==> src/tjg_defs.svh <==
// Notes on behaviour
// Guard watches transmit enable itself and cuts the medium path without any command.
// A frame may transmit continuously for a fixed window of 10 000 bit times.
// Past the window, transmit output to the medium is blocked until release.
// While jabbering, transmit data is not echoed onto the receive line.
// At 31.25 kbit/s the inhibit releases itself after 3 s.
// At 1 Mbit/s or more the inhibit releases after 500 000 bit times.
// The window count restarts from zero whenever transmit activity stops.
`ifndef TJG_DEFS_SVH
`define TJG_DEFS_SVH

// ****************************************************************
// Clock and bit timing
// ****************************************************************
`define TJG_CLK_PERIOD_PS      20000
`define TJG_BIT_NS_LOW         32000
`define TJG_BIT_NS_HIGH        1000
`define TJG_CLKS_PER_BIT(ns)   (((ns) * 1000) / `TJG_CLK_PERIOD_PS)
`define TJG_DIV_W              11

// ****************************************************************
// Jabber window and hold-off
// ****************************************************************
`define TJG_WINDOW_BITS        10000
`define TJG_HOLDOFF_LOW_MS     3000
`define TJG_HOLDOFF_LOW_BITS   ((64'd1000000 * `TJG_HOLDOFF_LOW_MS) / `TJG_BIT_NS_LOW)
`define TJG_HOLDOFF_HIGH_BITS  500000
`define TJG_CNT_W              20

// ****************************************************************
// Line levels
// ****************************************************************
`define TJG_RX_IDLE            1'b0
`define TJG_TX_IDLE            1'b0

`endif

==> src/tjg_pkg.sv <==
`include "tjg_defs.svh"

package tjg_pkg;

    // ****************************************************************
    // Types
    // ****************************************************************
    typedef enum logic {
        TJG_ARMED,
        TJG_INHIBIT
    } tjg_state_t;

    typedef logic [`TJG_CNT_W-1:0] tjg_count_t;
    typedef logic [`TJG_DIV_W-1:0] tjg_div_t;

endpackage

==> src/tjg_tick_if.sv <==
`timescale 1ns/1ps

// Bit-time tick link between the guard and its divider
interface tjg_tick_if;
    logic rate_high;
    logic restart;
    logic tick;

    modport ctl (output rate_high, output restart, input tick);
    modport gen (input rate_high, input restart, output tick);
endinterface // tjg_tick_if

==> src/tjg_bit_timer.sv <==
`timescale 1ns/1ps

`include "tjg_defs.svh"

// ****************************************************************
// Bit-time tick generator
// ****************************************************************
module tjg_bit_timer
    import tjg_pkg::*;
#(
    parameter int unsigned CLKS_PER_BIT_LOW  = `TJG_CLKS_PER_BIT(`TJG_BIT_NS_LOW),
    parameter int unsigned CLKS_PER_BIT_HIGH = `TJG_CLKS_PER_BIT(`TJG_BIT_NS_HIGH)
) (
    input  wire logic clk,
    input  wire logic rst_b,
    tjg_tick_if.gen   tk
);

    localparam tjg_div_t LAST_LOW  = tjg_div_t'(CLKS_PER_BIT_LOW - 1);
    localparam tjg_div_t LAST_HIGH = tjg_div_t'(CLKS_PER_BIT_HIGH - 1);

    tjg_div_t div_q;
    tjg_div_t last;
    logic     tick_q;

    // Divider end point follows the selected data rate
    assign last    = tk.rate_high ? LAST_HIGH : LAST_LOW;
    assign tk.tick = tick_q;

    // Divider, realigned to the start of each transmission begun while armed
    always_ff @(posedge clk or negedge rst_b) begin
        if (!rst_b) begin
            div_q  <= '0;
            tick_q <= 1'b0;
        end else if (tk.restart) begin
            div_q  <= '0;
            tick_q <= 1'b0;
        end else if (div_q >= last) begin
            div_q  <= '0;
            tick_q <= 1'b1;
        end else begin
            div_q  <= div_q + tjg_div_t'(1);
            tick_q <= 1'b0;
        end
    end

endmodule // tjg_bit_timer

==> src/tjg_transmit_jabber_guard.sv <==
`timescale 1ns/1ps

`include "tjg_defs.svh"

// ****************************************************************
// Transmit jabber guard
// ****************************************************************
// Sits between the medium dependent sublayer and the line driver.
// Times each continuous transmission in bit times and, when a frame
// runs past the window, cuts the line driver and mutes the echo on
// the receive line. A hold-off timer then re-arms the guard.
module tjg_transmit_jabber_guard
    import tjg_pkg::*;
#(
    parameter int unsigned WINDOW_BITS       = `TJG_WINDOW_BITS,
    parameter int unsigned HOLDOFF_LOW_BITS  = int'(`TJG_HOLDOFF_LOW_BITS),
    parameter int unsigned HOLDOFF_HIGH_BITS = `TJG_HOLDOFF_HIGH_BITS,
    parameter int unsigned CLKS_PER_BIT_LOW  = `TJG_CLKS_PER_BIT(`TJG_BIT_NS_LOW),
    parameter int unsigned CLKS_PER_BIT_HIGH = `TJG_CLKS_PER_BIT(`TJG_BIT_NS_HIGH)
) (
    input  wire logic clk,
    input  wire logic rst_b,
    input  wire logic tx_enable,
    input  wire logic tx_data,
    input  wire logic rate_high,
    input  wire logic medium_rx_data,
    output logic      medium_tx_enable_q,
    output logic      medium_tx_data_q,
    output logic      receive_line_to_sublayer_q,
    output logic      jabber_q
);

    // ****************************************************************
    // Constants
    // ****************************************************************
    localparam tjg_count_t WINDOW_LAST       = tjg_count_t'(WINDOW_BITS - 1);
    localparam tjg_count_t HOLDOFF_LOW_LAST  = tjg_count_t'(HOLDOFF_LOW_BITS - 1);
    localparam tjg_count_t HOLDOFF_HIGH_LAST = tjg_count_t'(HOLDOFF_HIGH_BITS - 1);
    localparam tjg_count_t COUNT_ONE         = tjg_count_t'(1);

    // ****************************************************************
    // Declarations
    // ****************************************************************
    tjg_tick_if tk ();

    tjg_state_t state_q;
    tjg_state_t state_d;
    tjg_count_t win_cnt_q;
    tjg_count_t hold_cnt_q;
    tjg_count_t hold_last;
    logic       tx_active_q;
    logic       tx_start;
    logic       window_hit;
    logic       hold_done;
    logic       inhibit_d;

    // Saturating increment shared by both timers
    function automatic tjg_count_t tjg_bump(input tjg_count_t value);
        if (value == '1) begin
            tjg_bump = value;
        end else begin
            tjg_bump = value + COUNT_ONE;
        end
    endfunction

    // ****************************************************************
    // Bit-time tick
    // ****************************************************************
    // Divider restarts with each armed frame so the first bit is a full bit;
    // frames started while inhibited must not stall the hold-off ticks
    assign tk.rate_high = rate_high;
    assign tk.restart   = tx_start && (state_q == TJG_ARMED);

    tjg_bit_timer #(
        .CLKS_PER_BIT_LOW  (CLKS_PER_BIT_LOW),
        .CLKS_PER_BIT_HIGH (CLKS_PER_BIT_HIGH)
    ) u_bit_timer (
        .clk   (clk),
        .rst_b (rst_b),
        .tk    (tk.gen)
    );

    // ****************************************************************
    // Transmit activity detection
    // ****************************************************************
    // Own observation of the transmit enable, no external command
    always_ff @(posedge clk or negedge rst_b) begin
        if (!rst_b) begin
            tx_active_q <= 1'b0;
        end else begin
            tx_active_q <= tx_enable;
        end
    end

    assign tx_start = tx_enable & ~tx_active_q;

    // ****************************************************************
    // Jabber window timer
    // ****************************************************************
    // Counts whole bit times of continuous transmission while armed
    always_ff @(posedge clk or negedge rst_b) begin
        if (!rst_b) begin
            win_cnt_q <= '0;
        end else if (state_q != TJG_ARMED || !tx_enable) begin
            win_cnt_q <= '0;
        end else if (tk.tick) begin
            win_cnt_q <= tjg_bump(win_cnt_q);
        end
    end

    // Window expires on the tick that ends its last bit time
    assign window_hit = (state_q == TJG_ARMED) && tx_enable && tk.tick
                        && (win_cnt_q >= WINDOW_LAST);

    // ****************************************************************
    // Hold-off timer
    // ****************************************************************
    // Hold-off length follows the data rate
    assign hold_last = rate_high ? HOLDOFF_HIGH_LAST
                                 : HOLDOFF_LOW_LAST;

    // Counts bit times spent inhibited, cleared while armed
    always_ff @(posedge clk or negedge rst_b) begin
        if (!rst_b) begin
            hold_cnt_q <= '0;
        end else if (state_q != TJG_INHIBIT) begin
            hold_cnt_q <= '0;
        end else if (tk.tick) begin
            hold_cnt_q <= tjg_bump(hold_cnt_q);
        end
    end

    assign hold_done = (state_q == TJG_INHIBIT) && tk.tick
                       && (hold_cnt_q >= hold_last);

    // ****************************************************************
    // Guard state machine
    // ****************************************************************
    // Next state of the guard
    always_comb begin
        state_d = state_q;
        case (state_q)
            TJG_ARMED: begin
                if (window_hit) begin
                    state_d = TJG_INHIBIT;
                end
            end
            TJG_INHIBIT: begin
                if (hold_done) begin
                    state_d = TJG_ARMED;
                end
            end
            default: begin
                state_d = TJG_ARMED;
            end
        endcase
    end

    // Guard state register, armed after reset
    always_ff @(posedge clk or negedge rst_b) begin
        if (!rst_b) begin
            state_q <= TJG_ARMED;
        end else begin
            state_q <= state_d;
        end
    end

    assign inhibit_d = (state_d == TJG_INHIBIT);

    // ****************************************************************
    // Medium transmit path
    // ****************************************************************
    // Driver enabled only while armed; data forced idle when cut
    always_ff @(posedge clk or negedge rst_b) begin
        if (!rst_b) begin
            medium_tx_enable_q <= 1'b0;
            medium_tx_data_q   <= `TJG_TX_IDLE;
        end else if (inhibit_d) begin
            medium_tx_enable_q <= 1'b0;
            medium_tx_data_q   <= `TJG_TX_IDLE;
        end else begin
            medium_tx_enable_q <= tx_enable;
            medium_tx_data_q   <= tx_enable ? tx_data : `TJG_TX_IDLE;
        end
    end

    // ****************************************************************
    // Receive line toward the sublayer
    // ****************************************************************
    // Echo of own transmission, muted while jabbering
    always_ff @(posedge clk or negedge rst_b) begin
        if (!rst_b) begin
            receive_line_to_sublayer_q <= `TJG_RX_IDLE;
        end else if (!tx_enable) begin
            receive_line_to_sublayer_q <= medium_rx_data;      // Plain reception
        end else if (inhibit_d) begin
            receive_line_to_sublayer_q <= `TJG_RX_IDLE;
        end else begin
            receive_line_to_sublayer_q <= tx_data;             // Echo
        end
    end

    // ****************************************************************
    // Jabber status
    // ****************************************************************
    // Level that mirrors the inhibit, aligned with the path outputs
    always_ff @(posedge clk or negedge rst_b) begin
        if (!rst_b) begin
            jabber_q <= 1'b0;
        end else begin
            jabber_q <= inhibit_d;
        end
    end

endmodule // tjg_transmit_jabber_guard

==> config.mk <==
export PLATFORM = sky130hd
export DESIGN_NAME = tjg_transmit_jabber_guard
export DESIGN_NICKNAME = d
export VERILOG_FILES = /design/src/tjg_pkg.sv /design/src/tjg_tick_if.sv /design/src/tjg_bit_timer.sv /design/src/tjg_transmit_jabber_guard.sv
export VERILOG_INCLUDE_DIRS = /design/src /design/src/src
export SDC_FILE = /design/constraint.sdc
export NUM_CORES = 1
export LEC_CHECK = 0
export ABC_AREA = 1
export BUFFER_PORTS_ARGS = -buffer_cell sky130_fd_sc_hd__buf_2
export CORE_ASPECT_RATIO = 1.2
export CORE_MARGIN = 5
export CORE_UTILIZATION = 57
export DETAILED_ROUTE_END_ITERATION = 8
export PLACE_DENSITY = 0.74
export SLEW_MARGIN = 20
export SYNTH_ARGS = -nofsm -noshare
export SYNTH_HDL_FRONTEND = slang
export SYNTH_SLANG_ARGS = --single-unit
export TNS_END_PERCENT = 1
==> constraint.sdc <==
create_clock -name clk -period 2.2 [get_ports clk]
set_clock_uncertainty 0.05 [all_clocks]
set_input_delay 0.66 -clock clk [delete_from_list [all_inputs] [get_ports clk]]
set_output_delay 0.66 -clock clk [all_outputs]
set_load 0.02 [all_outputs]
==> results.toml <==
[synth]
synthCells = 540
synth-seq-cells = 57
yosysTopAreaCellShare_pct = 37.0
synth-seq-area-share_pct = 37.0
synth_area_leaders = "dfrtp_1 (37%), nand2_1 (17%), nor2_1 (8.2%)"
ys_types = 35
synth_area_um2 = 3860
yosysWarnings = 0
synth_nets = 565
synth.largest_area_cell = "dfrtp_1"
syn_avg_cell_area_um2 = 7.15

[cts]
clock-sinks = 57
cts_tree = "built"
post-cts-setup-buffers = 0
clk-insertion-delay-late_ps = 340
ctsResizeCount = 0
clockBufferDepth = 2
clockRootBuffer = "clkbuf_8"
clk_pin_slew_ps = 70
cts_buffers = 9
holdBufCountCts = 0
h-tree-depth = 3

[route]
drt-vias-per-instance = 5.37
wl_per_cell_um = 13.5
drt_wl_total_um = 8750
drt_first_pass_iters = 4
highest_layer = "met4"
ant_nets = 0
dr_wl_met3_um = 186
drt-met1-wl_um = 3560
vias = 3487
met2_length_um = 4610
drt_iter0_drc = 149
drc = 0

[layout]
final_layout_size_suffix_gt1_share_pct = 10.5
instances_no_fill = 649
syn_to_final_growth_pct = 8.98
fin_nets = 585
num_antenna_cells = 0
fin_util_pct = 64.5

[die]
fp.dieArea_um2 = 8520
die_height_um = 100
core_area_um2 = 6530
num_rows = 32
start_util_pct = 59.1
io_pins = 10
die_w_um = 85.1

[place]
io_buffers = 9
dp_hpwl_um = 6660
gp_congestion = 0.970
placed_cells = 634

[sta]
finalSetupViolCount = 0
whs_ps = 236
rsz0062_at_grt = "false"
slew_violations = 0
slew_headroom_pct = 62.9
hold_violations = 0
tightestPinTransition_ps = 554
timing.fmax_mhz = 509
finalCritPeriodShare_pct = 89.3
min_period_ps = 1960

[pwr]
p_per_area_nw_per_um2 = 664
p_leak_nw = 2.00
power_mw = 2.79
ir_drop_v = 0.000557

[flow_run]
drv_cap = 0

[critical_path]
crit_path_end_kind = "flop"
worst-path-max-fanout = 12
arrival_ps = 2180
start_kind = "flop"
worst-setup-path-type = "flop to flop"
required_ps = 2420

[grt]
grt_max_degree = 38
antenna_found_initial = 0
grt_overflow = 0
grt_pass1_vias = 3638
grt_pass1_wl_um = 16000
grt_usage_pct = 23.2

[outcome]
status = "finished, final reports clean"

[min_path]
min_path_type = "input port to asynchronous set/reset pin"
-- synthesized netlist by cell type (all sizes together) --
| cell | n |
|---|---|
| nand2 | 181 |
| nor2 | 90 |
| dfrtp | 57 |
| inv | 50 |
| nand3 | 38 |
| o21ai | 29 |
| xor2 | 20 |
| ha | 19 |
| nand4 | 16 |
| buf | 10 |
| xnor2 | 7 |
| a21oi | 6 |
| nor3 | 6 |
| or2 | 4 |
| nand3b | 3 |
| a211oi | 1 |
| a31o | 1 |
| a31oi | 1 |
| o2111ai | 1 |
-- worst max-delay path, cell delays in order, from the launching register on --
cell,delay (ps)
dfrtp_1,440
ha_1,300
nand3_2,170
nor3_4,180
nand2_2,130
nor2_4,170
nor2_4,110
nor2_8,180
nand2_1,60
o21ai_1,80
-- power breakdown --
part	internal (mW)	switching (mW)
sequential	1.16	0.147
clock	0.493	0.421
combinational	0.228	0.346
total	1.88	0.913
-- state kept, by name, indices dropped and copies added, names as in the netlist --
| name | flops |
|---|---|
| tx_active_q | 1 |
| medium_tx_enable_q | 1 |
| jabber_q | 1 |
| receive_line_to_sublayer_q | 1 |
| u_bit_timer.div_q | 11 |
| win_cnt_q | 20 |
| u_bit_timer.tk.tick | 1 |
| medium_tx_data_q | 1 |
| hold_cnt_q | 20 |
-- layer usage --
layer  vias up  GRT usage [%]
li1       1759              -
met1      1629           25.7
met2        66           41.3
met3        33           3.12
met4         0           15.1
met5         -              0
-- placed cells by master (no fill, tap or decap), types with 6 or more instances in the layout --
master    synthesis  final
clkbuf_8          0     12
xnor2_1           7      7
ha_1             19     19
nand4_1          16     16
a21oi_1           6      6
buf_2             3      9
o21ai_0          11     11
o21ai_1          13     13
buf_4             1      9
inv_1            48     48
dfrtp_1          57     57
nand3_1          36     36
nand2_1         177    177
xor2_1           20     20
nor2_1           84     84
-- logic make-up (layout without fill, tap and decap cells) --
family / after synthesis / in the layout / share of synthesized area, %
and+or+nand+nor: 338 / 338 / 37.8
buffers and inverters: 60 / 84 / 6.90
DFF: 57 / 57 / 37.0
AOI/OAI and AO/OA: 39 / 39 / 6.03
xor gates and xnor gates: 27 / 27 / 6.13
adders and majority gates: 19 / 19 / 6.16
-- area by class of cell --
type	count	area, um^2
Fill cell	593	2320
Multi-Input combinational cell	423	2170
Sequential cell	57	1430
Inverter	50	188
Clock buffer	13	169
Timing Repair Buffer	19	133
Tap cell	85	106
Clock inverter	2	12.5
-- path summary, 6_finish.rpt --
check                      slack, ps                             end  cells after the start                      startpoint
setup / recovery                 240        win_cnt_q[0]$_DFFE_PN0P_                      9        win_cnt_q[0]$_DFFE_PN0P_
setup reg to reg                 240        win_cnt_q[0]$_DFFE_PN0P_                      9        win_cnt_q[0]$_DFFE_PN0P_
hold / removal                   240        win_cnt_q[2]$_DFFE_PN0P_                      1                           rst_b
min in group clk                 400           tx_active_q$_DFF_PN0_                      1                       tx_enable
hold reg to reg                  470  u_bit_timer.div_q[0]$_DFF_PN0_                      1  u_bit_timer.div_q[0]$_DFF_PN0_
max in group asynchronous       1280       hold_cnt_q[4]$_DFFE_PN0P_                      2                           rst_b
-- metrics by stage --
stage	TNS, ps	worst slack, ps	cell area [um^2]
global placement	0	38.9	4020
global route	0	85.7	4210
floorplan	0	393	3860
CTS	0	87.2	4200
finish	0	236	4210
detailed placement	-180	-59.9	4020
(Power assumes the default switching activity.)
